[src/pkg/gdcfg_map.svh]
// Register offsets, field positions, reset values and commands of the
// static configuration bank. Assumes a 4-bit register index, 16-bit data.
`ifndef GDCFG_MAP_SVH
`define GDCFG_MAP_SVH

`define CFG_OFS_MODE     4'h0
`define CFG_OFS_PARITY   4'h1
`define CFG_OFS_STATIC   4'h2
`define CFG_OFS_REG_OFF  4'h3
`define CFG_OFS_SAFE_OFF 4'h4
`define CFG_OFS_DSAT_A   4'h5
`define CFG_OFS_DSAT_B   4'h6
`define CFG_OFS_OCP      4'h7
`define CFG_OFS_CLAMP    4'h8
`define CFG_OFS_CAL      4'h9

`define CFG_MASK_PARITY  16'h0001
`define CFG_MASK_STATIC  16'h000F
`define CFG_MASK_SOFT    16'h0FFF
`define CFG_MASK_BYTE    16'h00FF
`define CFG_MASK_CAL     16'h0001

`define CFG_RST_PARITY   16'h0001
`define CFG_RST_OTHER    16'h0000

`define CFG_BIT_EMIT     0
`define CFG_BIT_DCLAMP   1
`define CFG_BIT_PSUP     2
`define CFG_BIT_TOSEL    3

`define CFG_STA_FROZEN   2
`define CFG_STA_CLASSB   3
`define CFG_STA_REJECT   4
`define CFG_STA_CALDONE  5

`define CMD_ENTER_CFG    16'h0001
`define CMD_EXIT_CFG     16'h0002
`define CMD_ENTER_CAL    16'h0003

`endif

[src/pkg/gdcfg_pkg.sv]
// Types shared by the static configuration bank.
// Assumes the offsets and fields come from gdcfg_map.svh.
package gdcfg_pkg;
  typedef enum logic [1:0] {
    default_op_mode,
    configuration_op_mode,
    normal_op_mode,
    calibration_op_mode
  } op_mode_t;
endpackage

[src/logic/cfg_mirror.sv]
// Second copy of the frozen configuration, standing for the far die.
// Assumes the owner captures it whenever the frozen set changes.
`timescale 1ns/1ps
module cfg_mirror #(
  parameter int W = 144
) (
  // Clock and reset.
  input  wire logic         i_mclk,
  input  wire logic         i_srst,
  // Capture and disturbance.
  input  wire logic         i_capture,
  input  wire logic [W-1:0] i_data,
  input  wire logic         i_upset,
  // Stored copy.
  output logic      [W-1:0] o_data
);
  logic [W-1:0] copy_r;
  logic [W-1:0] copy_nxt;

  if (W < 1) begin : g_bad_w
    $error("cfg_mirror needs a positive width.");
  end

  // A capture loads the copy; an upset flips its lowest bit.
  always_comb begin
    copy_nxt = copy_r;
    if (i_capture) begin
      copy_nxt = i_data;
    end else if (i_upset) begin
      copy_nxt[0] = ~copy_r[0];
    end
  end

  // The copy is read straight out of its register.
  always_ff @(posedge i_mclk) begin
    if (i_srst) begin
      copy_r <= '0;
    end else begin
      copy_r <= copy_nxt;
    end
  end

  assign o_data = copy_r;
endmodule // cfg_mirror

[src/logic/clamp_activation_timer.sv]
// Times the active clamp window after hard commutation.
// Assumes one-cycle event strobes synchronous to i_mclk.
`timescale 1ns/1ps
module clamp_activation_timer #(
  parameter int TICK_CYCLES = 4
) (
  // Clock and reset.
  input  wire logic       i_mclk,
  input  wire logic       i_srst,
  // Setting and events.
  input  wire logic [7:0] i_time,
  input  wire logic       i_hard_comm,
  input  wire logic       i_turn_on,
  // Clamp disable level.
  output logic            o_clamp_disable
);
  localparam int PW = (TICK_CYCLES > 1) ? $clog2(TICK_CYCLES) : 1;
  localparam logic [PW-1:0] PLAST = PW'(TICK_CYCLES - 1);

  logic          run_r, run_nxt;
  logic [7:0]    left_r, left_nxt;
  logic [PW-1:0] pre_r, pre_nxt;
  logic          out_r, out_nxt;

  if (TICK_CYCLES < 1) begin : g_bad_tick
    $error("TICK_CYCLES must be at least one.");
  end

  // Start on commutation, restart on a turn-on pulse inside the window.
  always_comb begin
    run_nxt  = run_r;
    left_nxt = left_r;
    pre_nxt  = pre_r;
    if (i_hard_comm || (run_r && i_turn_on)) begin
      run_nxt  = 1'b1;
      left_nxt = i_time;
      pre_nxt  = '0;
    end else if (run_r) begin
      if (pre_r == PLAST) begin
        pre_nxt  = '0;
        left_nxt = left_r - 8'h01;
        run_nxt  = (left_r > 8'h01);
      end else begin
        pre_nxt = pre_r + PW'(1);
      end
    end
    if (i_time == 8'h00) begin
      out_nxt = 1'b1;
    end else if (i_time == 8'hFF) begin
      out_nxt = 1'b0;
    end else begin
      out_nxt = ~run_nxt;
    end
  end

  // Timer state; the clamp stays disabled out of reset.
  always_ff @(posedge i_mclk) begin
    if (i_srst) begin
      run_r  <= 1'b0;
      left_r <= 8'h00;
      pre_r  <= '0;
      out_r  <= 1'b1;
    end else begin
      run_r  <= run_nxt;
      left_r <= left_nxt;
      pre_r  <= pre_nxt;
      out_r  <= out_nxt;
    end
  end

  assign o_clamp_disable = out_r;
endmodule // clamp_activation_timer

[src/logic/gate_driver_static_config.sv]
// Static configuration bank of an isolated gate driver: mode control,
// freezing, cross-die check, parity, clamp timing and delay calibration.
// Assumes synchronous strobes and a master that never waits.
// Overview of operation
// - Static writes accepted only in configuration mode.
// - Exit command freezes settings, later writes dropped.
// - Copy mismatch raises reset and class B.
// - Odd receive parity checked when enabled.
// - Transmit parity bit always generated.
// - Emitter compensation follows its enable bit.
// - Desat clamp in off state when enabled.
// - Pulse suppressor follows its enable bit.
// - Verify timeout follows its select bit.
// - Zero soft-off delay means hard turn-off.
// - Desat blanking from either blanking field.
// - Zero overcurrent blanking reacts immediately.
// - Clamp disable constant at zero or all ones.
// - Turn-on restarts a running clamp timer.
// - PWM-gated oscillator count sets regular delay.
// - Reset event restores defaults and default mode.
`timescale 1ns/1ps
`include "gdcfg_map.svh"
module gate_driver_static_config import gdcfg_pkg::*; #(
  parameter int CLAMP_TICK_CYCLES = 4
) (
  // Clock and reset.
  input  wire logic        i_mclk,
  input  wire logic        i_srst,
  // Register port.
  input  wire logic [3:0]  i_addr,
  input  wire logic [15:0] i_wdata,
  input  wire logic        i_wr,
  input  wire logic        i_rd,
  output logic      [15:0] o_rdata,
  // Serial words.
  input  wire logic [15:0] i_rx_word,
  input  wire logic        i_rx_valid,
  output logic             o_rx_parity_err,
  input  wire logic [14:0] i_tx_data,
  input  wire logic        i_tx_valid,
  output logic      [15:0] o_tx_word,
  // Device events and output stage status.
  input  wire logic        i_reset_event,
  input  wire logic        i_mirror_upset,
  input  wire logic        i_output_off,
  input  wire logic        i_blanking,
  input  wire logic        i_blank_select,
  input  wire logic        i_hard_comm,
  input  wire logic        i_turn_on,
  input  wire logic        i_pwm,
  input  wire logic        i_osc_tick,
  // Results.
  output logic             o_reset_event,
  output logic             o_class_b,
  output logic             o_emitter_comp_en,
  output logic             o_pulse_suppress_en,
  output logic             o_verify_timeout_sel,
  output logic             o_desat_clamp,
  output logic             o_regular_hard_off,
  output logic             o_safe_hard_off,
  output logic      [7:0]  o_desat_blank_time,
  output logic      [7:0]  o_ocp_blank_time,
  output logic             o_ocp_immediate,
  output logic             o_clamp_disable
);
  localparam int NREG = 9;
  localparam int VW   = NREG * 16;

  op_mode_t    mode_r, mode_nxt;
  logic        frozen_r, frozen_nxt;
  logic [15:0] cfg_r   [1:NREG];
  logic [15:0] cfg_nxt [1:NREG];
  logic [VW-1:0] cfg_vec, cfg_nxt_vec, mirror_q;
  logic        class_b_r, class_b_nxt;
  logic        reject_r, reject_nxt;
  logic        rst_evt_r, rst_evt_nxt;
  logic        cal_run_r, cal_run_nxt;
  logic        cal_done_r, cal_done_nxt;
  logic [7:0]  cal_cnt_r, cal_cnt_nxt;
  logic        pwm_d_r;
  logic        mismatch, capture, cal_store;
  logic [15:0] rdata_r, rdata_nxt;

  if (CLAMP_TICK_CYCLES < 1) begin : g_bad_tick
    $error("CLAMP_TICK_CYCLES must be at least one.");
  end

  // Writable bits of each configuration register.
  function automatic logic [15:0] wmask(input logic [3:0] idx);
    unique case (idx)
      `CFG_OFS_PARITY:   wmask = `CFG_MASK_PARITY;
      `CFG_OFS_STATIC:   wmask = `CFG_MASK_STATIC;
      `CFG_OFS_REG_OFF,
      `CFG_OFS_SAFE_OFF: wmask = `CFG_MASK_SOFT;
      `CFG_OFS_CAL:      wmask = `CFG_MASK_CAL;
      default:           wmask = `CFG_MASK_BYTE;
    endcase
  endfunction

  // Default value of each configuration register.
  function automatic logic [15:0] rstval(input int idx);
    rstval = (idx == 1) ? `CFG_RST_PARITY : `CFG_RST_OTHER;
  endfunction

  // Flatten the bank for the cross-die copy.
  for (genvar k = 1; k <= NREG; k++) begin : g_vec
    assign cfg_vec[(k-1)*16 +: 16]     = cfg_r[k];
    assign cfg_nxt_vec[(k-1)*16 +: 16] = cfg_nxt[k];
  end

  cfg_mirror #(.W(VW)) u_mirror (
    .i_mclk    (i_mclk),
    .i_srst    (i_srst),
    .i_capture (capture),
    .i_data    (cfg_nxt_vec),
    .i_upset   (i_mirror_upset),
    .o_data    (mirror_q)
  );

  assign mismatch = frozen_r && (mirror_q != cfg_vec);

  // Mode, freeze, configuration writes and calibration.
  always_comb begin
    mode_nxt     = mode_r;
    frozen_nxt   = frozen_r;
    cfg_nxt      = cfg_r;
    class_b_nxt  = class_b_r || mismatch;
    reject_nxt   = reject_r;
    rst_evt_nxt  = mismatch;
    cal_run_nxt  = cal_run_r;
    cal_done_nxt = cal_done_r;
    cal_cnt_nxt  = cal_cnt_r;
    cal_store    = 1'b0;
    if (i_rd && i_addr == `CFG_OFS_MODE) begin
      reject_nxt = 1'b0;
    end
    if (i_reset_event || mismatch) begin
      mode_nxt     = default_op_mode;
      frozen_nxt   = 1'b0;
      cal_run_nxt  = 1'b0;
      cal_done_nxt = 1'b0;
      cal_cnt_nxt  = 8'h00;
      for (int k = 1; k <= NREG; k++) begin
        cfg_nxt[k] = rstval(k);
      end
    end else begin
      if (i_wr && i_addr == `CFG_OFS_MODE) begin
        unique case (mode_r)
          default_op_mode:
            if (i_wdata == `CMD_ENTER_CFG) begin
              mode_nxt = configuration_op_mode;
            end
          configuration_op_mode:
            if (i_wdata == `CMD_EXIT_CFG) begin
              mode_nxt   = normal_op_mode;
              frozen_nxt = 1'b1;
            end else if (i_wdata == `CMD_ENTER_CAL) begin
              mode_nxt   = calibration_op_mode;
              frozen_nxt = 1'b1;
            end
          calibration_op_mode:
            if (i_wdata == `CMD_EXIT_CFG) begin
              mode_nxt = normal_op_mode;
            end
          normal_op_mode: ;
        endcase
      end else if (i_wr && i_addr >= `CFG_OFS_PARITY &&
                   i_addr <= `CFG_OFS_CAL) begin
        if (mode_r == configuration_op_mode && !frozen_r) begin
          cfg_nxt[i_addr] = i_wdata & wmask(i_addr);
        end else begin
          reject_nxt = 1'b1;
        end
      end
      // Oscillator ticks counted while the PWM input is high.
      if (mode_r == calibration_op_mode && cfg_r[9][0]) begin
        if (i_pwm && !pwm_d_r) begin
          cal_run_nxt = 1'b1;
          cal_cnt_nxt = 8'h00;
        end else if (cal_run_r && !i_pwm) begin
          cal_run_nxt  = 1'b0;
          cal_done_nxt = 1'b1;
          cal_store    = 1'b1;
          cfg_nxt[3]   = {cfg_r[3][15:8], cal_cnt_r};
        end else if (cal_run_r && i_osc_tick && cal_cnt_r != 8'hFF) begin
          cal_cnt_nxt = cal_cnt_r + 8'h01;
        end
      end
    end
  end

  // The copy follows every change of the frozen set.
  assign capture = (frozen_nxt && !frozen_r) || cal_store;

  // Control and configuration registers.
  always_ff @(posedge i_mclk) begin
    if (i_srst) begin
      mode_r     <= default_op_mode;
      frozen_r   <= 1'b0;
      class_b_r  <= 1'b0;
      reject_r   <= 1'b0;
      rst_evt_r  <= 1'b0;
      cal_run_r  <= 1'b0;
      cal_done_r <= 1'b0;
      cal_cnt_r  <= 8'h00;
      pwm_d_r    <= 1'b0;
      for (int k = 1; k <= NREG; k++) begin
        cfg_r[k] <= rstval(k);
      end
    end else begin
      mode_r     <= mode_nxt;
      frozen_r   <= frozen_nxt;
      class_b_r  <= class_b_nxt;
      reject_r   <= reject_nxt;
      rst_evt_r  <= rst_evt_nxt;
      cal_run_r  <= cal_run_nxt;
      cal_done_r <= cal_done_nxt;
      cal_cnt_r  <= cal_cnt_nxt;
      pwm_d_r    <= i_pwm;
      cfg_r      <= cfg_nxt;
    end
  end

  // Read data valid only in the cycle after the read strobe.
  always_comb begin
    rdata_nxt = 16'h0000;
    if (i_rd) begin
      if (i_addr == `CFG_OFS_MODE) begin
        rdata_nxt[1:0]              = mode_r;
        rdata_nxt[`CFG_STA_FROZEN]  = frozen_r;
        rdata_nxt[`CFG_STA_CLASSB]  = class_b_r;
        rdata_nxt[`CFG_STA_REJECT]  = reject_r;
        rdata_nxt[`CFG_STA_CALDONE] = cal_done_r;
      end else if (i_addr <= `CFG_OFS_CAL) begin
        rdata_nxt = cfg_r[i_addr];
      end
    end
  end

  // Outputs taken from the settings and the serial words.
  logic        par_err_r, par_err_nxt;
  logic [15:0] tx_r, tx_nxt;
  logic [7:0]  dblank_r, dblank_nxt;
  logic        dclamp_r, dclamp_nxt;
  always_comb begin
    par_err_nxt = i_rx_valid && cfg_r[1][0] && !(^i_rx_word);
    tx_nxt      = i_tx_valid ? {~(^i_tx_data), i_tx_data} : tx_r;
    dblank_nxt  = i_blank_select ? cfg_r[6][7:0] : cfg_r[5][7:0];
    dclamp_nxt  = i_blanking ||
                  (cfg_r[2][`CFG_BIT_DCLAMP] && i_output_off);
  end

  // Output registers.
  always_ff @(posedge i_mclk) begin
    if (i_srst) begin
      rdata_r   <= 16'h0000;
      par_err_r <= 1'b0;
      tx_r      <= 16'h0000;
      dblank_r  <= 8'h00;
      dclamp_r  <= 1'b1;
    end else begin
      rdata_r   <= rdata_nxt;
      par_err_r <= par_err_nxt;
      tx_r      <= tx_nxt;
      dblank_r  <= dblank_nxt;
      dclamp_r  <= dclamp_nxt;
    end
  end

  // Outputs driven from their registers; the hard-off and immediate flags decoded from them.
  assign o_rdata              = rdata_r;
  assign o_rx_parity_err      = par_err_r;
  assign o_tx_word            = tx_r;
  assign o_reset_event        = rst_evt_r;
  assign o_class_b            = class_b_r;
  assign o_emitter_comp_en    = cfg_r[2][`CFG_BIT_EMIT];
  assign o_pulse_suppress_en  = cfg_r[2][`CFG_BIT_PSUP];
  assign o_verify_timeout_sel = cfg_r[2][`CFG_BIT_TOSEL];
  assign o_desat_clamp        = dclamp_r;
  assign o_regular_hard_off   = (cfg_r[3][7:0] == 8'h00);
  assign o_safe_hard_off      = (cfg_r[4][7:0] == 8'h00);
  assign o_desat_blank_time   = dblank_r;
  assign o_ocp_blank_time     = cfg_r[7][7:0];
  assign o_ocp_immediate      = (cfg_r[7][7:0] == 8'h00);

  clamp_activation_timer #(.TICK_CYCLES(CLAMP_TICK_CYCLES)) u_clamp (
    .i_mclk          (i_mclk),
    .i_srst          (i_srst),
    .i_time          (cfg_r[8][7:0]),
    .i_hard_comm     (i_hard_comm),
    .i_turn_on       (i_turn_on),
    .o_clamp_disable (o_clamp_disable)
  );
endmodule // gate_driver_static_config

[config.mk]
export PLATFORM = sky130hd
export DESIGN_NAME = gate_driver_static_config
export DESIGN_NICKNAME = d
export VERILOG_FILES = /design/src/pkg/gdcfg_pkg.sv /design/src/logic/cfg_mirror.sv /design/src/logic/clamp_activation_timer.sv /design/src/logic/gate_driver_static_config.sv
export VERILOG_INCLUDE_DIRS = /design/src /design/src/pkg
export SDC_FILE = /design/constraint.sdc
export NUM_CORES = 1
export LEC_CHECK = 0
export ABC_CLOCK_PERIOD_IN_PS = 3010
export BUFFER_PORTS_ARGS = -buffer_cell sky130_fd_sc_hd__buf_2
export CAP_MARGIN = 10
export CORE_ASPECT_RATIO = 1.2
export CORE_MARGIN = 1.5
export CORE_UTILIZATION = 51
export CTS_CLUSTER_DIAMETER = 120
export DETAILED_ROUTE_END_ITERATION = 12
export PLACE_DENSITY = 0.69
export SYNTH_ARGS = -nofsm -noshare
export SYNTH_HDL_FRONTEND = slang
export SYNTH_SLANG_ARGS = --single-unit
[constraint.sdc]
create_clock -name i_mclk -period 3.01 [get_ports i_mclk]
set_input_delay 0.4515 -clock i_mclk [delete_from_list [all_inputs] [get_ports i_mclk]]
set_output_delay 0.4515 -clock i_mclk [all_outputs]
set_load 0.03 [all_outputs]
==> results.txt <==
The iteration-0 DRC count of the detailed router is 1110, and the height of the die is 192 um. After synthesis, the largest family of logic cells by area is simple AND/OR/NAND/NOR gates. The startpoint identified for the worst register-to-register timing path is cfg_r[110]$_SDFF_PP0_.

125 I/O pins were placed. The tools report the number of hold-slack violations in the final timing report as 0. Data on the critical path is required at its endpoint by 3410 ps. For this run, design rule violations remaining after detail routing come to 0. Measured in cells, the most critical reg-to-reg path has a length of 10. The run gives 1743 as the total number of nets in the final design. In this run, CTS created clock tree buffers numbering 37.

The first global-routing pass estimated 72200 um of wire. The H-tree generated during clock tree synthesis spans 2 levels. The worst setup path is of the flip-flop to flip-flop kind. The worst hold path terminates at o_rx_parity_err$_SDFF_PP0_.

The total setup buffers inserted after CTS is 0. The first detailed-routing pass took 6 iterations. The region available for standard cell placement spans 29000 um^2. In this run the worst path has a maximum fanout of 46. The share of total power consumed by net switching was 23.0%; the fraction of final layout cells sized beyond drive strength 1 was 21.5%. The logs give 0.334 GHz for the highest attainable clock frequency and 0 for the post-route antenna net violation count. The via count of the first global-routing pass was 12200; the smallest hold slack was 167 ps.

The netlist area before placement is 15200 um^2, and the adder-cell share of the synthesized area is 0.330%. Measured on the finished design, the core utilization comes to 61.4%. For this design the total switching power over the nets is 2260 uW. In this run the clock root is driven by a sky130_fd_sc_hd__clkbuf_16. Yosys mapped a number of flops with a built-in enable equal to 0.

The Yosys step of the flow raised 0 warnings. After routing, the total negative slack on setup checks comes to 0 ps. The worst setup path is launched from a flip-flop.

At the worst endpoint, the arrival time is 3400 ps. Counting distinct cell types in the post-synthesis netlist gives 52. Power spread over the standard cell area amounts to 552 nW/um^2. The worst setup path is captured at a flip-flop. Across the run, the number of max-cap violations was 0. Summing the areas of all compound-gate instances in the mapped netlist gives 15.0% of the synthesized area.

Synthesis produced a netlist with a net count of 1605. Sequential cells burn 48.8% of the power. The tightest min-delay check is of the primary input to flip-flop type.

Counting flops and latches in the post-synthesis netlist gives 359. The worst-case IR drop observed on VDD is 0.423 mV. Routability-driven placement finished with a final weighted congestion of 0.932. The share of synthesized area spent on multiplexers was 5.50%; the layout-stage area growth over the synthesis result was 17.6%. No sink is reached through more buffers than the 3 on the longest clock path. The worst register-to-register path ends at u_mirror.o_data[63]$_SDFFE_PP0P_.

Among all flip-flop cells after synthesis, the most frequent one is sky130_fd_sc_hd__dfxtp_1. The total overflow left after global routing is 0. During placement, the flow inserted port buffers numbering 124.

The cts-stage hold buffer count is 0, and the via count is 12700. For the reg2reg setup slack, the log shows 10 ps. TritonCTS built the clock tree. A synthesized cell averages 9.87 um^2. Once the clock tree was built, the resizer swapped 0 gates to a different size. The internal power contribution came out at 7570 uW. Register clock-pin slew on the reported worst setup and hold paths: 60 ps. The cell row count came out at 68. Counting flops with an async set or reset pin after synthesis yields a share of 0%. The via density per instance is 6.11, and the post-synthesis simple-gate area fraction is 17.7%.

The diode insertion count for antenna repair is 0. Entering global routing, the biggest net connects 58 pins. The run gives 2 as the number of antenna violations at the first check in global routing.

Synthesis handed over a netlist of 1535 instances. The final critical delay including setup and external delays came out at 3000 ps. The flow ran to the end, and the final reports show no timing, DRC or antenna violations. The transition time at the pin with the least slew margin is 995 ps, and the setup-violating endpoint count in the final report is 0.

Setup repair after global routing left no endpoint under its margin. The clock network is responsible for 45.7% of the overall power. The worst pin sits at a relative slew slack of 33.7%. The initial core utilization is 52.2%. The worst hold path was traced through 3 stages. The placed wire-length estimate is 33600 um. The horizontal die dimension works out to 160 um. After layout, the worst path uses 99.6% of the clock period. The tools report the area of the die as 30800 um^2. In this run the most critical hold path is launched from i_rx_valid. Counting the fill cells in the layout gives 2398. Of the total synthesized cell area, the portion taken by XOR and XNOR cells is 10.8%.

The leakage power of the design came out at 0.00718 uW. On the final layout, the worst clock skew is 18.8 ps. For the worst-skew pair, the clock arrives at the later sink with an insertion delay of 520 ps.

The clock drives 359 sinks. The logs give 5.5% for the combinational power share and 30.6% for the total routing usage reported by global routing. The routed length per instance is 22.7 um, and the total length of routed wires is 47200 um. For the max-slew violation total from the final report, the log shows 0.

Summing the sequential cell areas from Yosys gives 47.4% of the chip area.
[registers in the layout (all words and copies together), names as in the netlist, 2 cells and up]
signal,flops
cal_cnt_r,8
o_desat_blank_time,8
o_tx_word,16
o_ocp_blank_time,8
u_clamp.pre_r,2
cfg_r,133
u_mirror.o_data,144
mode_r,2
o_rdata,16
u_clamp.left_r,8
[power groups by stage]
stage | registers, uW | clock network (uW) | logic, uW
floorplan | 4940 | 0 | 273
global placement | 4900 | 0 | 528
detailed placement | 4900 | 0 | 533
CTS | 4800 | 4510 | 534
global route | 4800 | 4710 | 569
finish | 4800 | 4490 | 540
[cell type report]
cell class                 count  area, um^2  area share, %
clock buffer                  53        1090           6.10
tap                          385         482           2.70
timing repair buffer         208        1400           7.88
multi-input combinational   1063        7550           42.4
clock inverter                10        91.3          0.513
sequential                   359        7190           40.3
inverter                       4        15.0         0.0843
[kinds of logic after synthesis]
logic type	count (synthesis)
and+or+nand+nor	529
DFF	359
AOI/OAI and AO/OA	282
xor gates and xnor gates	187
buffers and inverters	113
muxes	61
adders and majority gates	4
[worst max-delay path, cell delays in order (launching register included)]
cell                      delay [ps]
sky130_fd_sc_hd__dfxtp_1         360
sky130_fd_sc_hd__xnor2_1         300
sky130_fd_sc_hd__nand4_1         270
sky130_fd_sc_hd__nor4_1          430
sky130_fd_sc_hd__buf_4           190
sky130_fd_sc_hd__nand3_1         130
sky130_fd_sc_hd__o41ai_4         450
sky130_fd_sc_hd__buf_4           210
sky130_fd_sc_hd__a21oi_4          70
sky130_fd_sc_hd__buf_12          220
sky130_fd_sc_hd__a22o_1          210
[per-layer routing]
layer / global-route usage [%] / vias up / wire [um]
li1: - / 5788 / -
met1: 39.5 / 6139 / 19000
met2: 49.8 / 641 / 21700
met3: 5.10 / 152 / 3900
met4: 14.9 / 2 / 2480
met5: 0 / - / 13
[layout by cell type (no fill, tap or decap), drive strengths merged, types with 5 or more instances in the layout]
master  netlist  routed
o21ai        52      52
dfxtp       359     359
or4           7       7
a222oi       13      13
and2         52      52
clkbuf       75      53
a31oi        14      14
clkinv        0       7
nand2        80      80
nand2b       10      10
a22oi        16      16
nand4        47      47
a21oi        19      19
xnor2       178     178
buf          34     208
a211oi        9       9
a22o         85      85
nand3        18      18
mux4         16      16
mux2         18      18
xor2          9       9
nor2        170     170
nor2b         5       5
nor4         15      15
and3         85      85
a21o          9       9
nor3         24      24
mux2i        27      27
o221a        52      52
[synthesized netlist by cell type, drive strengths merged (2+ instances only)]
master	n	area, um^2
nor3	24	131
nor2b	5	31.3
or4	7	52.6
nand2	80	300
dfxtp	359	7190
inv	4	15.0
nor4	15	100
xor2	9	78.8
nand2b	10	62.6
a22oi	16	120
mux2i	27	270
nand3b	4	30.0
a211oi	9	67.6
or2	2	12.5
mux2	18	203
mux4	16	360
a21oi	19	95.1
xnor2	178	1560
nand3	18	90.1
a221oi	3	26.3
or3	3	18.8
ha	4	50.1
a21o	9	67.6
and3	85	532
buf	34	184
and2	52	325
a31oi	14	87.6
nor4b	2	17.5
nor4bb	2	20.0
clkbuf	75	282
o211ai	4	30.0
a22o	85	744
a222oi	13	130
o21ai	52	264
o221a	52	586
nor2	170	646
nand4	47	294
[how the worst max path moves through the flow]
stage / start / to / cells after the start
after floorplan: o_emitter_comp_en$_SDFF_PP0_ / u_mirror.o_data[100]$_SDFFE_PP0P_ / 8
after global placement: cfg_r[134]$_SDFF_PP0_ / u_mirror.o_data[61]$_SDFFE_PP0P_ / 9
after detailed placement: cfg_r[134]$_SDFF_PP0_ / u_mirror.o_data[10]$_SDFFE_PP0P_ / 9
after CTS: cfg_r[134]$_SDFF_PP0_ / u_mirror.o_data[63]$_SDFFE_PP0P_ / 9
after global routing: cfg_r[90]$_SDFF_PP0_ / u_mirror.o_data[62]$_SDFFE_PP0P_ / 9
final: cfg_r[110]$_SDFF_PP0_ / u_mirror.o_data[63]$_SDFFE_PP0P_ / 10
[stage by stage]
| step | area, um^2 | cells | power, uW | setup WS, ps |
|---|---|---|---|---|
| after floorplan | 15200 | 1535 | 5210 | 569 |
| after global placement | 16600 | 2019 | 5430 | 86.7 |
| after detailed placement | 16600 | 2019 | 5430 | 38.8 |
| after CTS | 17800 | 2082 | 9840 | 13.3 |
| after global routing | 17800 | 2082 | 10100 | 52.5 |
| final | 17800 | 2082 | 9830 | 12.8 |
No activity file was read; power rests on OpenSTA's default activity.
